$ cat src/hdl/cgp_pkg.sv
package cgp_pkg;

  // data path widths
  localparam int BYTE_W = 8;
  localparam int SPI_ADDR_W = 7;
  localparam int DEV_HI_W = 5;
  localparam int LOS_CNT = 4;

  // bit positions inside received bytes
  localparam int RW_BIT = 0;
  localparam int SPI_RD_BIT = 7;

  // pin synchroniser: {sel, cs, sclk, data, addr_one, oe_dis, lock, los[3:0]}
  localparam int PIN_CNT = 11;
  // select and chip select rest high, as their pull-ups would leave them
  localparam logic [PIN_CNT-1:0] PIN_RST = 11'h600;

  // status compare waits until the synchronised detectors are real
  localparam int PRIME_STAGES = 3;

  // upper bits of the 7-bit bus address; value is arbitrary
  localparam logic [DEV_HI_W-1:0] DEV_HI_DEF = 5'h0b;

  localparam logic [BYTE_W-1:0] ADDR_STEP = 8'h01;
  localparam logic ACK_LVL = 1'b0;
  localparam logic PULL_ON = 1'b1;
  localparam logic DRIVE_LOW = 1'b0;

  typedef enum logic [3:0] {
    ST_IDLE,
    ST_DEVADDR,
    ST_REGADDR,
    ST_WRITE,
    ST_READ,
    ST_IGNORE,
    ST_SPI_CMD,
    ST_SPI_WR,
    ST_SPI_RD
  } cgp_state_type;

endpackage

$ cat src/hdl/cgp_sync.sv
`timescale 1ns/1ps
module cgp_sync #(
  parameter int W = 1,
  parameter logic [W-1:0] RST_VAL = '0
) (
  // clock and reset
  input wire logic clk_sys,
  input wire logic rst_n,
  // asynchronous levels in, synchronised levels out
  input wire logic [W-1:0] d,
  output logic [W-1:0] q
);

  logic [W-1:0] meta_ff;
  logic [W-1:0] stable_ff;

  if (W < 1) begin : g_bad_width
    $error("cgp_sync: width must be at least one");
  end

  // first stage is read by the second stage only
  always_ff @(posedge clk_sys or negedge rst_n) begin
    if (!rst_n) begin
      meta_ff <= RST_VAL;
      stable_ff <= RST_VAL;
    end else begin
      meta_ff <= d;
      stable_ff <= meta_ff;
    end
  end

  assign q = stable_ff;

endmodule

$ cat src/hdl/cgp_shift.sv
`timescale 1ns/1ps
module cgp_shift #(
  parameter int W = 8
) (
  // clock and reset
  input wire logic clk_sys,
  input wire logic rst_n,
  // control
  input wire logic clear,
  input wire logic shift_en,
  input wire logic din,
  // result
  output logic [W-1:0] word,
  output logic [$clog2(W)-1:0] bit_cnt,
  output logic done
);

  localparam int CW = $clog2(W);
  localparam logic [CW-1:0] LAST = CW'(W - 1);
  localparam logic [CW-1:0] ONE = CW'(1);

  logic [W-1:0] word_ff;
  logic [CW-1:0] cnt_ff;
  logic done_ff;

  if (W < 2) begin : g_bad_width
    $error("cgp_shift: width must be at least two");
  end

  wire at_last = (cnt_ff == LAST);
  wire [CW-1:0] cnt_step = at_last ? '0 : cnt_ff + ONE;
  wire [CW-1:0] nxt_cnt = clear ? '0 : (shift_en ? cnt_step : cnt_ff);
  wire [W-1:0] nxt_word = shift_en ? {word_ff[W-2:0], din} : word_ff;
  wire nxt_done = shift_en & at_last & ~clear;

  // msb first; done marks the edge that completed a whole word
  always_ff @(posedge clk_sys or negedge rst_n) begin
    if (!rst_n) begin
      word_ff <= '0;
      cnt_ff <= '0;
      done_ff <= 1'b0;
    end else begin
      word_ff <= nxt_word;
      cnt_ff <= nxt_cnt;
      done_ff <= nxt_done;
    end
  end

  assign word = word_ff;
  assign bit_cnt = cnt_ff;
  assign done = done_ff;

endmodule

$ cat src/hdl/cgp_host_port.sv
// Function
// - select pin high gives i2c, low spi
// - select pin pulled up, defaults to i2c
// - data pin bidirectional except four-wire spi input
// - second pin: i2c address bit, four-wire spi output
// - host serial clock is bit clock always
// - shared pin: i2c address bit, spi select
// - interrupt pulled low after status change
// - reset low returns everything to defaults
// - clock outputs disabled while reset held
// - disable pin high turns clock outputs off
// - lock output high locked, low unlocked
// - four loss outputs, low on loss
// - disable pin pulled down, outputs enabled
`timescale 1ns/1ps
module cgp_host_port #(
  parameter logic [cgp_pkg::DEV_HI_W-1:0] DEV_ADDR_HI = cgp_pkg::DEV_HI_DEF
) (
  // clock and reset
  input wire logic clk_sys,
  input wire logic rst_n,
  // interface select
  input wire logic i2c_sel_pin,
  output logic i2c_sel_pull_up,
  input wire logic spi_four_wire,
  output logic host_mode_i2c,
  output logic host_busy,
  // serial clock and shared pins
  input wire logic serial_clk_pin,
  input wire logic data_pin_in,
  output logic data_pin_out,
  output logic data_pin_oe,
  input wire logic addr_bit_one_in,
  output logic spi_serial_out,
  output logic addr_bit_one_oe,
  input wire logic addr_bit_zero_cs_n,
  // register map side
  output logic [cgp_pkg::BYTE_W-1:0] reg_addr,
  output logic [cgp_pkg::BYTE_W-1:0] reg_wdata,
  output logic reg_wr,
  output logic reg_rd,
  input wire logic [cgp_pkg::BYTE_W-1:0] reg_rdata,
  // output control
  input wire logic out_disable_pin,
  output logic out_disable_pull_down,
  output logic clk_outputs_en,
  // detectors and status pins
  input wire logic pll_lock_det,
  input wire logic [cgp_pkg::LOS_CNT-1:0] input_los_det,
  input wire logic irq_clear,
  output logic status_change_irq_n_out,
  output logic status_change_irq_n_oe,
  output logic pll_unlocked_n,
  output logic input0_signal_lost_n,
  output logic input1_signal_lost_n,
  output logic input2_signal_lost_n,
  output logic input3_signal_lost_n
);

  localparam int BW = cgp_pkg::BYTE_W;
  localparam int LW = cgp_pkg::LOS_CNT;
  localparam int CW = $clog2(BW);

  logic [1:0] rst_pipe_ff;
  logic rst_ok_n;
  logic [cgp_pkg::PIN_CNT-1:0] pin_s;
  logic sel_s;
  logic cs_s;
  logic sclk_s;
  logic data_s;
  logic abo_s;
  logic oed_s;
  logic lock_s;
  logic [LW-1:0] los_s;
  logic sclk_prev_ff;
  logic data_prev_ff;
  cgp_pkg::cgp_state_type state_ff;
  cgp_pkg::cgp_state_type nxt_state;
  logic do_ack;
  logic do_rd;
  logic do_wr;
  logic ld_addr;
  logic [BW-1:0] rx_word;
  logic [CW-1:0] bit_cnt;
  logic rx_done;
  logic [BW-1:0] addr_ff;
  logic [BW-1:0] reg_addr_ff;
  logic [BW-1:0] reg_wdata_ff;
  logic reg_wr_ff;
  logic reg_rd_ff;
  logic [BW-1:0] rdata_ff;
  logic [BW-1:0] tx_ff;
  logic drv_ff;
  logic nine_ff;
  logic nine_rise_ff;
  logic ack_want_ff;
  logic ack_ff;
  logic mack_ff;
  logic data_oe_ff;
  logic data_out_ff;
  logic abo_oe_ff;
  logic abo_out_ff;
  logic [cgp_pkg::PRIME_STAGES-1:0] prime_ff;
  logic unlocked_n_ff;
  logic [LW-1:0] los_n_ff;
  logic irq_ff;
  logic clk_en_ff;

  function automatic logic is_spi_state(input cgp_pkg::cgp_state_type s);
    is_spi_state = (s == cgp_pkg::ST_SPI_CMD) || (s == cgp_pkg::ST_SPI_WR) ||
                   (s == cgp_pkg::ST_SPI_RD);
  endfunction

  function automatic logic is_i2c_state(input cgp_pkg::cgp_state_type s);
    is_i2c_state = (s != cgp_pkg::ST_IDLE) && !is_spi_state(s);
  endfunction

  // reset asserts at once, releases through two flops
  always_ff @(posedge clk_sys or negedge rst_n) begin
    if (!rst_n) begin
      rst_pipe_ff <= '0;
    end else begin
      rst_pipe_ff <= {rst_pipe_ff[0], 1'b1};
    end
  end
  assign rst_ok_n = rst_pipe_ff[1];

  cgp_sync #(
    .W(cgp_pkg::PIN_CNT),
    .RST_VAL(cgp_pkg::PIN_RST)
  ) u_pin_sync (
    .clk_sys(clk_sys),
    .rst_n(rst_ok_n),
    .d({i2c_sel_pin, addr_bit_zero_cs_n, serial_clk_pin, data_pin_in,
        addr_bit_one_in, out_disable_pin, pll_lock_det, input_los_det}),
    .q(pin_s)
  );
  assign {sel_s, cs_s, sclk_s, data_s, abo_s, oed_s, lock_s, los_s} = pin_s;

  // pads: pulls are always on, so floating pins read as their defaults
  assign i2c_sel_pull_up = cgp_pkg::PULL_ON;
  assign out_disable_pull_down = cgp_pkg::PULL_ON;

  // mode, bus edges and framing
  wire i2c_mode = sel_s;
  wire sclk_rise = sclk_s & ~sclk_prev_ff;
  wire sclk_fall = ~sclk_s & sclk_prev_ff;
  wire sclk_high = sclk_s & sclk_prev_ff;
  wire i2c_start = i2c_mode & sclk_high & data_prev_ff & ~data_s;
  wire i2c_stop = i2c_mode & sclk_high & ~data_prev_ff & data_s;
  wire spi_sel = ~i2c_mode & ~cs_s;
  wire mode_clash = i2c_mode ? is_spi_state(state_ff) : is_i2c_state(state_ff);
  wire i2c_xfer = is_i2c_state(state_ff) && (state_ff != cgp_pkg::ST_IGNORE);
  // i2c address is {fixed high bits, second pin, shared select pin}
  wire dev_hit = (rx_word[BW-1:1] == {DEV_ADDR_HI, abo_s, cs_s});
  wire [BW-1:0] cmd_addr = {{(BW - cgp_pkg::SPI_ADDR_W){1'b0}},
                            rx_word[cgp_pkg::SPI_ADDR_W-1:0]};
  wire in_cmd = (state_ff == cgp_pkg::ST_SPI_CMD);
  wire [BW-1:0] acc_addr = in_cmd ? cmd_addr : addr_ff;
  wire [BW-1:0] ld_val = in_cmd ? cmd_addr : rx_word;

  // ninth bit of each i2c byte is the acknowledge slot
  wire nine_begin = rx_done & i2c_mode & i2c_xfer;
  wire nine_end = sclk_fall & nine_rise_ff;
  wire frame_edge = i2c_start | i2c_stop;
  wire in_read = (state_ff == cgp_pkg::ST_READ);
  wire i2c_load = nine_end & in_read & (ack_want_ff | mack_ff);
  wire i2c_nack = nine_end & in_read & ~ack_want_ff & ~mack_ff;
  wire spi_load = reg_rd_ff & ~i2c_mode;

  wire shift_clr = frame_edge | (~i2c_mode & cs_s);
  wire shift_en = sclk_rise & (i2c_mode ? ~nine_ff : spi_sel);

  cgp_shift #(
    .W(BW)
  ) u_rx_shift (
    .clk_sys(clk_sys),
    .rst_n(rst_ok_n),
    .clear(shift_clr),
    .shift_en(shift_en),
    .din(data_s),
    .word(rx_word),
    .bit_cnt(bit_cnt),
    .done(rx_done)
  );

  always_comb begin
    nxt_state = state_ff;
    do_ack = 1'b0;
    do_rd = 1'b0;
    do_wr = 1'b0;
    ld_addr = 1'b0;
    if (i2c_start) begin
      nxt_state = cgp_pkg::ST_DEVADDR;
    end else if (i2c_stop || mode_clash || (!i2c_mode && cs_s)) begin
      nxt_state = cgp_pkg::ST_IDLE;
    end else if (spi_sel && state_ff == cgp_pkg::ST_IDLE) begin
      nxt_state = cgp_pkg::ST_SPI_CMD;
    end else if (i2c_nack) begin
      nxt_state = cgp_pkg::ST_IGNORE;
    end else if (rx_done) begin
      case (state_ff)
        cgp_pkg::ST_DEVADDR: begin
          if (dev_hit) begin
            do_ack = 1'b1;
            do_rd = rx_word[cgp_pkg::RW_BIT];
            nxt_state = rx_word[cgp_pkg::RW_BIT] ? cgp_pkg::ST_READ : cgp_pkg::ST_REGADDR;
          end else begin
            nxt_state = cgp_pkg::ST_IGNORE;
          end
        end
        cgp_pkg::ST_REGADDR: begin
          do_ack = 1'b1;
          ld_addr = 1'b1;
          nxt_state = cgp_pkg::ST_WRITE;
        end
        cgp_pkg::ST_WRITE: begin
          do_ack = 1'b1;
          do_wr = 1'b1;
        end
        // prefetch: the next byte is fetched before the master acks
        cgp_pkg::ST_READ: begin
          do_rd = 1'b1;
        end
        cgp_pkg::ST_SPI_CMD: begin
          do_rd = rx_word[cgp_pkg::SPI_RD_BIT];
          ld_addr = ~rx_word[cgp_pkg::SPI_RD_BIT];
          nxt_state = rx_word[cgp_pkg::SPI_RD_BIT] ? cgp_pkg::ST_SPI_RD : cgp_pkg::ST_SPI_WR;
        end
        cgp_pkg::ST_SPI_WR: begin
          do_wr = 1'b1;
        end
        cgp_pkg::ST_SPI_RD: begin
          do_rd = 1'b1;
        end
        default: begin
          nxt_state = state_ff;
        end
      endcase
    end
  end

  wire acc = do_rd | do_wr;
  wire [BW-1:0] nxt_addr = acc ? acc_addr + cgp_pkg::ADDR_STEP : (ld_addr ? ld_val : addr_ff);

  // acknowledge slot bookkeeping
  wire nxt_nine = frame_edge ? 1'b0 : (nine_begin ? 1'b1 : (nine_end ? 1'b0 : nine_ff));
  wire nine_clr = frame_edge | nine_end;
  wire nxt_nine_rise = nine_clr ? 1'b0 : ((sclk_rise & nine_ff) | nine_rise_ff);
  wire nxt_ack_want = nine_begin ? do_ack : ack_want_ff;
  wire ack_go = sclk_fall & nine_ff & ~nine_rise_ff & ack_want_ff;
  wire nxt_ack = nine_clr ? 1'b0 : (ack_go | ack_ff);
  wire mack_smp = sclk_rise & nine_ff;
  wire nxt_mack = nine_begin ? 1'b0 : (mack_smp ? (data_s == cgp_pkg::ACK_LVL) : mack_ff);

  // transmit: load at the i2c slot edge or on the spi read strobe, shift on falls inside a byte
  wire tx_shift = sclk_fall & (bit_cnt != '0);
  wire [BW-1:0] tx_next = tx_shift ? {tx_ff[BW-2:0], 1'b0} : tx_ff;
  wire [BW-1:0] nxt_tx = spi_load ? reg_rdata : (i2c_load ? rdata_ff : tx_next);
  wire drv_clr = i2c_mode ? (rx_done | frame_edge) : cs_s;
  wire nxt_drv = drv_clr ? 1'b0 : (spi_load | i2c_load | drv_ff);
  wire tx_bit = tx_ff[BW-1];

  // open drain on i2c, push-pull on three-wire spi, input on four-wire
  wire i2c_oe = ack_ff | (drv_ff & ~tx_bit);
  wire nxt_data_oe = i2c_mode ? i2c_oe : (drv_ff & ~spi_four_wire);
  wire nxt_data_out = ~i2c_mode & tx_bit;
  wire nxt_abo_oe = spi_sel & spi_four_wire;

  // status: compare only once the detector path holds real values
  wire primed = prime_ff[cgp_pkg::PRIME_STAGES-1];
  wire [LW-1:0] nxt_los_n = ~los_s;
  wire stat_chg = primed & ((lock_s != unlocked_n_ff) | (nxt_los_n != los_n_ff));
  wire nxt_irq = stat_chg | (irq_ff & ~irq_clear);

  always_ff @(posedge clk_sys or negedge rst_ok_n) begin
    if (!rst_ok_n) begin
      sclk_prev_ff <= 1'b0;
      data_prev_ff <= 1'b0;
      state_ff <= cgp_pkg::ST_IDLE;
      addr_ff <= '0;
      nine_ff <= 1'b0;
      nine_rise_ff <= 1'b0;
      ack_want_ff <= 1'b0;
      ack_ff <= 1'b0;
      mack_ff <= 1'b0;
      tx_ff <= '0;
      drv_ff <= 1'b0;
    end else begin
      sclk_prev_ff <= sclk_s;
      data_prev_ff <= data_s;
      state_ff <= nxt_state;
      addr_ff <= nxt_addr;
      nine_ff <= nxt_nine;
      nine_rise_ff <= nxt_nine_rise;
      ack_want_ff <= nxt_ack_want;
      ack_ff <= nxt_ack;
      mack_ff <= nxt_mack;
      tx_ff <= nxt_tx;
      drv_ff <= nxt_drv;
    end
  end

  always_ff @(posedge clk_sys or negedge rst_ok_n) begin
    if (!rst_ok_n) begin
      reg_rd_ff <= 1'b0;
      reg_wr_ff <= 1'b0;
      reg_addr_ff <= '0;
      reg_wdata_ff <= '0;
      rdata_ff <= '0;
    end else begin
      reg_rd_ff <= do_rd;
      reg_wr_ff <= do_wr;
      reg_addr_ff <= acc ? acc_addr : reg_addr_ff;
      reg_wdata_ff <= do_wr ? rx_word : reg_wdata_ff;
      rdata_ff <= reg_rd_ff ? reg_rdata : rdata_ff;
    end
  end

  always_ff @(posedge clk_sys or negedge rst_ok_n) begin
    if (!rst_ok_n) begin
      data_oe_ff <= 1'b0;
      data_out_ff <= 1'b0;
      abo_oe_ff <= 1'b0;
      abo_out_ff <= 1'b0;
    end else begin
      data_oe_ff <= nxt_data_oe;
      data_out_ff <= nxt_data_out;
      abo_oe_ff <= nxt_abo_oe;
      abo_out_ff <= tx_bit;
    end
  end

  // reset value of the enable keeps clocks off through reset
  always_ff @(posedge clk_sys or negedge rst_ok_n) begin
    if (!rst_ok_n) begin
      prime_ff <= '0;
      unlocked_n_ff <= 1'b0;
      los_n_ff <= '0;
      irq_ff <= 1'b0;
      clk_en_ff <= 1'b0;
    end else begin
      prime_ff <= {prime_ff[cgp_pkg::PRIME_STAGES-2:0], 1'b1};
      unlocked_n_ff <= lock_s;
      los_n_ff <= nxt_los_n;
      irq_ff <= nxt_irq;
      clk_en_ff <= ~oed_s;
    end
  end

  assign host_mode_i2c = i2c_mode;
  assign host_busy = (state_ff != cgp_pkg::ST_IDLE);
  assign data_pin_out = data_out_ff;
  assign data_pin_oe = data_oe_ff;
  assign spi_serial_out = abo_out_ff;
  assign addr_bit_one_oe = abo_oe_ff;
  assign reg_addr = reg_addr_ff;
  assign reg_wdata = reg_wdata_ff;
  assign reg_wr = reg_wr_ff;
  assign reg_rd = reg_rd_ff;
  assign clk_outputs_en = clk_en_ff;
  // only ever pulls low; an external pull-up gives the idle high
  assign status_change_irq_n_out = cgp_pkg::DRIVE_LOW;
  assign status_change_irq_n_oe = irq_ff;
  assign pll_unlocked_n = unlocked_n_ff;
  assign input0_signal_lost_n = los_n_ff[0];
  assign input1_signal_lost_n = los_n_ff[1];
  assign input2_signal_lost_n = los_n_ff[2];
  assign input3_signal_lost_n = los_n_ff[3];

endmodule

$ cat config.mk
export PLATFORM = sky130hd
export DESIGN_NAME = cgp_host_port
export DESIGN_NICKNAME = d
export VERILOG_FILES = /design/src/hdl/cgp_pkg.sv /design/src/hdl/cgp_sync.sv /design/src/hdl/cgp_shift.sv /design/src/hdl/cgp_host_port.sv
export SDC_FILE = /design/constraint.sdc
export NUM_CORES = 1
export LEC_CHECK = 0
export BUFFER_PORTS_ARGS = -buffer_cell sky130_fd_sc_hd__buf_4
export CAP_MARGIN = 20
export CORE_UTILIZATION = 52
export CTS_CLUSTER_DIAMETER = 150
export CTS_CLUSTER_SIZE = 8
export DETAILED_ROUTE_END_ITERATION = 16
export PLACE_DENSITY = 0.75
export SETUP_SLACK_MARGIN = 0.05
export SYNTH_ARGS = -nofsm -noshare
export SYNTH_HDL_FRONTEND = slang
export SYNTH_SLANG_ARGS = --single-unit
$ cat constraint.sdc
create_clock -name clk_sys -period 3.25 [get_ports clk_sys]
set_input_delay 0.65 -clock clk_sys [delete_from_list [all_inputs] [get_ports clk_sys]]
set_output_delay 0.65 -clock clk_sys [all_outputs]
set_load 0.03 [all_outputs]
**Yosys cells after proc, flatten, opt, wreduce, memory -nomap -nowiden**

Index checks and enable logic that the tools add are counted.

- Bits in registers: 104
- Input port bits: 23

- Equality and inequality tests: 12
- Multiplexer cells: 57
- $add $sub $neg: 2
- Reduce and logical (&&, ||, !) cells: 24
- Bitwise operators: 62

Operators with widths:

| cell | count |
|---|---|
| 8-bit 2-to-1 mux | 7 |
| 1-bit 2-to-1 mux | 35 |
| 1-bit AND | 32 |
| 4-bit 2-to-1 mux | 6 |
| 1-bit NOT | 16 |
| 3-bit 2-to-1 mux | 5 |
| 1-bit OR | 13 |
| 4-bit by 3-bit == test with 1-bit output, second input constant | 3 |
| 4-bit one-hot mux with 3 select lines | 1 |
| 3-bit nonzero test | 3 |
| 8-bit by 1-bit adder with 8-bit output, second input constant | 1 |
| 4-bit by 2-bit == test with 1-bit output, second input constant | 2 |
| 7-bit by 6-bit == test with 1-bit output | 1 |
| 7-bit nonzero test | 1 |
| 2-bit nonzero test | 3 |
| 2-bit OR reduction | 3 |
| 5-bit nonzero test | 1 |
| 4-bit by 1-bit == test with 1-bit output, second input constant | 1 |
| 4-bit == test, second input constant | 1 |
| 1-bit logical AND | 4 |
| 4-bit zero test | 1 |
| 1-bit logical OR | 4 |
| 4-bit by 3-bit inequality test with 1-bit output, second input constant | 1 |
| 4-bit inequality test | 1 |
| other kinds (9) | 11 |

**Logic depth before layout (Yosys ltp)**

Gate-level depths: netlist of the first run.

- Word-level depth: 12
- Gate-level depth with buffers: 13

**Modules after synthesis**

A second synthesis of the first run with hierarchy kept.

- Cell total of the unflattened synthesis: 420
- Area, all modules: 4594.4 um^2

By module, submodules not included:

| module | area each (um^2) | sequential area each (um^2) | cells each | times used |
|---|---|---|---|---|
| cgp_host_port | 3560.9 | 1751.7 | 366 | 1 |
| cgp_sync | 555.5 | 555.5 | 22 | 1 |
| cgp_shift | 478.0 | 300.3 | 32 | 1 |

**Worst setup path before layout of the first run**

OpenSTA, ideal clock, no wires.

- Path kind: register to register
- Start: register state_ff[2]
- End: register addr_ff[6]
- Path slack: 0.642 ns
- Library setup time: 0.094 ns
- Data required time: 3.156 ns
- Stages on the path, launching flop included: 14
- Arrival: 2.514 ns
- Cell sequence: dfrtp_1 -> clkbuf_1 -> nor4bb_1 -> clkbuf_1 -> buf_2 -> nand2_1 -> nand2_1 -> ha_1 -> and3_1 -> nand3_1 -> xor2_1 -> a32oi_1 -> o22ai_1 -> a211oi_1

- Elaborated cells between the ends (all ways): 45

RTL lines:

| item | line | RTL |
|---|---|---|
| start, declared | cgp_host_port.sv:77 | `cgp_pkg::cgp_state_type state_ff;` |
| start signal, assigned | cgp_host_port.sv:280 | `state_ff <= cgp_pkg::ST_IDLE;` |
| start signal, assigned | cgp_host_port.sv:292 | `state_ff <= nxt_state;` |
| 4-bit by 3-bit == test with 1-bit output | cgp_host_port.sv:158 | `wire in_cmd = (state_ff == cgp_pkg::ST_SPI_CMD);` |
| 8-bit 2-to-1 mux | cgp_host_port.sv:159 | `wire [BW-1:0] acc_addr = in_cmd ? cmd_addr : addr_ff;` |
| named net acc_addr[1] | cgp_host_port.sv:159 |  |
| 8-bit by 1-bit adder with 8-bit output | cgp_host_port.sv:244 | `wire [BW-1:0] nxt_addr = acc ? acc_addr + cgp_pkg::ADDR_STEP : (ld_addr ? ld_val : addr_ff);` |
| 8-bit 2-to-1 mux | cgp_host_port.sv:244 |  |
| end signal, assigned | cgp_host_port.sv:293 | `addr_ff <= nxt_addr;` |
| end, declared | cgp_host_port.sv:86 | `logic [BW-1:0] addr_ff;` |

The timed path passes the listed nets, and every way through them passes these cells.
A chain may end at the register's enable or synchronous reset.

**Worst setup path after layout of the first run**

- Start: register state_ff[0]
- End: register addr_ff[6]

The elaborated chain is that of the path after synthesis.

==> qor.txt, run 1 <==
status: finished clean
Starting Density: 53.8%
critical path class: flop to flop
Combinational Power Share: 15.3%
power share of the clock group: 28.8%
Die X: 97.2 µm
Seq/Total Area, Yosys: 55.3%
Main synth FF type: dfrtp_1
GR Overflow Total: 0
first-pass GRT wire length: 15600 µm
largest net degree at the start of global routing: 38
share of cells above drive strength 1: 25.1%
multi-input logic area: 0.00192 mm²
Tcrit/Tclk final: 78.1%
Psw: 0.935 mW
final hold violation count: 0
slowest stage delay, CP: 520 ps
Synth top area share: 53.1%
Yosys top cell by area: dfrtp_1
n_diodes: 0
H-tree depth: 3
Final Setup Violations: 0
Synth-to-Final Area Change: 15.0%
post-route setup TNS: 0 ps
# fillers: 709
synthesized area: 0.00471 mm²
Slew HR: 56.0%
initial DRC count: 215
syn_area_per_cell: 11.0 µm²
Netlist cell types: 64
Power Density: 527 mW/mm²
NumNets Final: 504
DIE HEIGHT: 97.2 µm
CP max-delay cell: dfrtp_1
P_int: 1.92 mW
Reg area: 0.00261 mm²
cell count after synthesis: 429
main area contributors after synthesis: dfrtp_1 (53%), mux2_2 (4.3%), mux2i_1 (3.0%)
commonest cells after routing, fill and taps aside: dfrtp_1 (99), buf_4 (62), nand2_1 (35)
sw frac: 32.7%
VDD IR max: 0.314 mV
crit path DAT: 2820 ps
Total GRT Usage: 20.7%
Lkg Pwr: 2.53 nW
worst slew pin tran: 653 ps
CTS tree: yes
Cell Rows: 34
Pre-antenna DRT Iters: 4
flops & latches, synth: 104
Hold Path Class: flop to asynchronous set/reset pin
CTS Sinks: 104
maximum clock path buffer count: 2
initial antenna violation count: 0
register share of total power: 55.9%
Fmax: 394 MHz
# DRC: 0
root buffer cell: clkbuf_8
CORE AREA: 0.00876 mm²
worst reg2reg setup slack: 710 ps
worst path cell trace: nand4bb_1 -> mux2i_1 -> inv_1 -> ha_1 -> and3_1 -> nand3_1 -> xor2_1 -> a32oi_1 -> o22ai_1 -> a211oi_1
Post-synth EDFFs: 0
CP endpoint kind: flop
Crit path required time: 3540 ps
post-synthesis async set-or-reset flop share: 100%
wire per inst: 15.7 µm
cts repair resizes: 0
total die area: 0.00945 mm²
DR vias/cell: 5.66
clk_lat worst skew: 380 ps
most common cell after layout, fill and taps aside: dfrtp_1
Max Cap Viol: 0
global placer's final weighted congestion: 0.902
clock skew: 12.4 ps
vias in the first global route: 3172
crit start category: flop
CTS Buf Count: 9
Final Slew Violations: 0
post-DP HPWL: 6470 µm
Final Hold Slack: 303 ps
clock period minus final worst setup slack: 2540 ps
Via Count: 3338
DRT antenna net count: 0
CP Max Fanout: 10
drt total wl: 9280 µm
IO Port Bufs: 53
I/O pins: 57
RSZ-0062 raised after global routing: false
Yosys warning total: 0
clock slew at reported path FFs: 110 ps
[layer usage]
| metal | vias to the layer above | routed length [µm] | GRT usage (%) |
|---|---|---|---|
| met3 | 12 | 368 | 5.11 |
| met5 | - | 0 | 0 |
| met4 | 0 | 122 | 7.46 |
| met2 | 80 | 4480 | 31.3 |
| met1 | 1642 | 4310 | 29.1 |
| li1 | 1604 | - | - |
[cell type report]
| class | instances | share of cell area (%) |
|---|---|---|
| Sequential cell | 104 | 48.2 |
| Multi-Input combinational cell | 281 | 35.4 |
| Timing Repair Buffer | 63 | 8.77 |
| Tap cell | 108 | 2.49 |
| Clock buffer | 9 | 2.29 |
| Clock inverter | 7 | 1.64 |
| Inverter | 18 | 1.25 |
[cells by family (layout without fill, tap and decap cells)]
group	after synthesis	count (layout)	share of synthesized area [%]
AO/OA/AOI/OAI	94	94	12.9
adder cells (fa/ha/maj)	4	4	1.06
other	2	5	0.159
XOR/XNOR	10	10	1.86
multiplexers	40	40	9.82
flip-flops	104	104	55.3
AND/OR/NAND/NOR	128	128	14.4
buffers and inverters	47	97	4.46
[critical path: cells and delay by family (launching register included)]
kind / cells / cell delay (ps)
simple gates: 3 / 690
compound gates: 3 / 540
flops: 1 / 520
mux: 1 / 300
fa+ha+maj: 1 / 250
buf+inv: 1 / 70
xor+xnor: 1 / 70
[synthesized netlist by cell type, types with 3 or more instances]
| master | count |
|---|---|
| o31ai_1 | 4 |
| nor3_1 | 11 |
| buf_2 | 5 |
| a31oi_1 | 7 |
| or2_2 | 3 |
| clkbuf_1 | 17 |
| nor2b_1 | 9 |
| nand4_1 | 5 |
| dfrtp_1 | 100 |
| mux2i_1 | 14 |
| nand3_1 | 8 |
| ha_1 | 4 |
| dfstp_2 | 4 |
| a2bb2oi_1 | 4 |
| mux2_2 | 18 |
| buf_4 | 3 |
| nor2_1 | 26 |
| xnor2_1 | 5 |
| o22ai_1 | 5 |
| inv_1 | 18 |
| nand2b_1 | 7 |
| nand3b_1 | 3 |
| o21ai_0 | 27 |
| xor2_1 | 5 |
| a211oi_1 | 3 |
| a21oi_1 | 24 |
| mux2_4 | 8 |
| and3_1 | 3 |
| nand2_1 | 35 |
[state kept, by name, indices dropped and copies added, names as in the netlist, 2 cells and up]
name / count
addr_ff: 8
los_n_ff: 4
prime_ff: 3
rdata_ff: 8
reg_addr: 8
reg_wdata: 8
rst_pipe_ff: 2
state_ff: 4
tx_ff: 8
u_pin_sync.meta_ff: 11
u_pin_sync.q: 11
u_rx_shift.bit_cnt: 3
u_rx_shift.word: 8
[final timing paths]
check / endpoint / from / depth (start not counted)
min: rdata_ff[1] / rst_pipe_ff[1] / 0
min in group clk_sys: u_pin_sync.q[8] / u_pin_sync.meta_ff[8] / 0
min reg2reg: rdata_ff[1] / rst_pipe_ff[1] / 0
max reg2reg: addr_ff[6] / state_ff[0] / 10
max: addr_ff[6] / state_ff[0] / 10
max in group asynchronous: u_rx_shift.word[4] / rst_pipe_ff[1] / 1
[timing repair]
item,in CTS,in global routing
setup buffers,0,0
hold buffers,0,1
hold endpoints to repair,0,2
[stage by stage]
stage	area (µm²)	utilization (%)	setup slack (ps)	power [mW]	std cells
after floorplan	4720	-	145	1.91	432
after global placement	5200	59.3	871	2.04	573
after detailed placement	5200	59.3	784	2.06	573
after CTS	5410	61.7	752	2.88	589
after global routing	5420	61.9	457	3.01	590
final	5420	61.9	713	2.86	590
[power by group through the flow]
stage | registers [mW] | clock network (mW) | logic, mW
floorplan | 1.51 | 0 | 0.400
global placement | 1.62 | 0 | 0.425
detailed placement | 1.62 | 0 | 0.435
CTS | 1.59 | 0.852 | 0.438
global route | 1.62 | 0.904 | 0.488
finish | 1.60 | 0.824 | 0.437
Note: power is estimated with default switching activity, not from simulation.
==> run 2, diff against run 1 <==
--- a/config.mk
+++ b/config.mk
@@ -5,13 +5,14 @@
 export SDC_FILE = /design/constraint.sdc
 export NUM_CORES = 1
 export LEC_CHECK = 0
+export ABC_AREA = 1
 export BUFFER_PORTS_ARGS = -buffer_cell sky130_fd_sc_hd__buf_4
 export CAP_MARGIN = 20
 export CORE_UTILIZATION = 52
 export CTS_CLUSTER_DIAMETER = 150
 export CTS_CLUSTER_SIZE = 8
 export DETAILED_ROUTE_END_ITERATION = 16
-export PLACE_DENSITY = 0.75
+export PLACE_DENSITY = 0.76
 export SETUP_SLACK_MARGIN = 0.05
 export SYNTH_ARGS = -nofsm -noshare
 export SYNTH_HDL_FRONTEND = slang
==> constraint.sdc (replaced) <==
create_clock -name clk_sys -period 2.3 [get_ports clk_sys]
set_input_delay 0.46 -clock clk_sys [delete_from_list [all_inputs] [get_ports clk_sys]]
set_output_delay 0.46 -clock clk_sys [all_outputs]
set_load 0.03 [all_outputs]
==> run 2 against run 1 <==
Register-to-register slack got worse by 470 ps. Area after synthesis is 4.5% lower. Non-clock buffer count decreased by 3. First-iteration DRC count is the same. Clock-buffer cell count is the same. Worst setup slack worse by 470 ps. Clock skew rose by 0.99 ps. Sequential cell count is the same. Fmax increased by 24%. Wire length is 2.1% lower. Synthesized cell count grew 16%. Power grew 38%.
==> qor.txt, run 2 <==
status: finished clean
Post-Synth Adder-Cell Area: 1.11%
post-synthesis simple-gate area fraction: 20.9%
initial DRC count: 215
fin cells: 668
synthesized area: 0.00450 mm²
CORE AREA: 0.00830 mm²
R2R cell count: 9
Hold Startpoint: input_los_det[0]
GR Overflow Total: 0
compound-cell area share of the yosys netlist: 11.1%
clock slew at reported path FFs: 110 ps
Main synth FF type: dfrtp_1
XOR/XNOR share of the synthesized area: 1.56%
Die X: 95.0 µm
post-synthesis mux area share: 0%
Hold Path Class: primary input to flop
initial antenna violation count: 0
most common cell after layout, fill and taps aside: nand2_1
main combinational cell family by area after synthesis: simple AND/OR/NAND/NOR gates
Starting Density: 54.2%
post-synthesis async set-or-reset flop share: 100%
Total GRT Usage: 22.0%
CTS tree: yes
flops & latches, synth: 104
register share of total power: 53.2%
Final Slew Violations: 0
wire per inst: 13.6 µm
I/O pins: 57
P_int: 2.65 mW
n_diodes: 0
DP Cell Count: 651
Final Setup Violations: 0
worst hold stages: 1
Seq/Total Area, Yosys: 57.9%
post-DP HPWL: 6550 µm
critical path class: flop to flop
CTS Sinks: 104
Lkg Pwr: 2.61 nW
sw frac: 33.0%
cell count after synthesis: 497
Max Cap Viol: 0
Crit path required time: 2570 ps
DR vias/cell: 5.25
RSZ-0062 raised after global routing: false
first-pass GRT wire length: 15200 µm
main area contributors after synthesis: dfrtp_1 (56%), nand2_1 (11%), o21ai_0 (5.1%)
CTS Buf Count: 9
syn_area_per_cell: 9.06 µm²
Fmax: 487 MHz
top cells by count, synth: nand2_1 (130), dfrtp_1 (100), inv_1 (60)
Netlist cell types: 35
final hold violation count: 0
Pre-antenna DRT Iters: 5
Post-synth EDFFs: 0
CP endpoint kind: flop
H-tree depth: 3
crit start category: flop
worst slew pin tran: 592 ps
Slew HR: 60.2%
CP Max Fanout: 18
Power Density: 753 mW/mm²
Tcrit/Tclk final: 89.3%
Combinational Power Share: 18.1%
drt total wl: 9080 µm
post-route setup TNS: 0 ps
root buffer cell: clkbuf_8
RR Endpoint: addr_ff[0]
NumNets Final: 585
Pwr Total: 3.95 mW
VDD IR max: 0.465 mV
Yosys warning total: 0
IO Port Bufs: 53
Psw: 1.30 mW
commonest cells after routing, fill and taps aside: nand2_1 (130), dfrtp_1 (99), inv_1 (60)
worst reg2reg setup slack: 250 ps
RR Startpoint: u_pin_sync.q[10]
DIE HEIGHT: 95.0 µm
largest net degree at the start of global routing: 45
share of cells above drive strength 1: 18.8%
Via Count: 3504
power share of the clock group: 28.7%
Cell Rows: 33
crit path DAT: 2320 ps
clk_lat worst skew: 380 ps
maximum clock path buffer count: 2
worst-case hold path end point: u_pin_sync.meta_ff[0]
count leader, synth: nand2_1
# DRC: 0
clock skew: 13.4 ps
vias in the first global route: 3345
Synth top area share: 55.6%
clock period minus final worst setup slack: 2050 ps
Synth-to-Final Area Change: 16.6%
global placer's final weighted congestion: 1.10
final core occ: 63.2%
Yosys top cell by area: dfrtp_1
DRT antenna net count: 0
total die area: 0.00903 mm²
-- run 2: cell count changes after synthesis, sizes merged, moves of 8 or more --
cell | before | now
nand2 | 35 | 132
inv | 18 | 64
o21ai | 27 | 63
mux2 | 26 | 0
mux2i | 14 | 0
nand3 | 9 | 23
clkbuf | 18 | 5
nor2 | 27 | 40
nor2b | 9 | 0
a21oi | 24 | 16
-- run 2: logic make-up (layout without fill, tap and decap cells) --
| group | Yosys count | count (layout) |
|---|---|---|
| and+or+nand+nor | 212 | 212 |
| DFF | 104 | 104 |
| AOI/OAI and AO/OA | 90 | 90 |
| buffers and inverters | 77 | 140 |
| xor gates and xnor gates | 8 | 8 |
| adders and majority gates | 4 | 4 |
| other | 2 | 5 |
-- run 2: cell type report --
type	instances	area (µm²)
inverters	64	243
multi-input cells	319	1600
clock inverters	7	71.3
well taps	105	131
repair buffers	60	465
fillers	680	3050
flip-flops and latches	104	2610
clock buffers	9	124
-- run 2: metal layers --
| metal | routed length, µm | global-route usage, % | share of wire [%] | vias to the layer above |
|---|---|---|---|---|
| li1 | - | - | - | 1708 |
| met1 | 4270 | 29.9 | 47 | 1666 |
| met2 | 4180 | 35.1 | 46 | 109 |
| met3 | 412 | 3.43 | 4.5 | 21 |
| met4 | 214 | 9.85 | 2.4 | 0 |
| met5 | 0 | 0 | 0 | - |
-- run 2: how the worst max path moves through the flow --
stage                startpoint     endpoint  slack (ps)  cells past startpoint
3_5_place_dp   u_pin_sync.q[10]   addr_ff[0]         270                      9
6_report       u_pin_sync.q[10]   addr_ff[0]         250                      9
5_1_grt             state_ff[1]   addr_ff[4]          40                     11
3_3_place_gp   u_pin_sync.q[10]   addr_ff[3]         310                     10
4_1_cts        u_pin_sync.q[10]   addr_ff[4]         250                     10
2_1_floorplan  u_pin_sync.q[10]  reg_addr[7]         320                     10
-- run 2: power by group through the flow --
stage	Clock (mW)	Combinational (mW)	Sequential, mW
2_1_floorplan	0	0.470	2.13
3_3_place_gp	0	0.664	2.12
3_5_place_dp	0	0.696	2.13
4_1_cts	1.15	0.700	2.10
5_1_grt	1.23	0.795	2.12
6_report	1.13	0.714	2.10
-- run 2: critical path, cell delays in order, from the launching register on --
cell,delay [ps]
dfstp_2,640
nor2_1,120
nor2_1,210
nand4_2,180
nor2_2,180
nand3_2,170
nand2_8,180
nand2_1,110
o21ai_1,90
nand2_1,60
-- run 2: timing repair --
action	CTS	global route
hold buffers	1	0
setup endpoints to repair	0	16
resized for setup	0	4
buffers inserted	0	0
endpoints found under the hold margin	2	0
-- run 2: per-stage QoR --
step	area, µm²	hold slack [ps]	setup slack [ps]
final	5250	172	247
after global routing	5250	156	39.0
after CTS	5220	164	245
after detailed placement	5020	245	271
after global placement	5020	242	308
after floorplan	4510	164	320
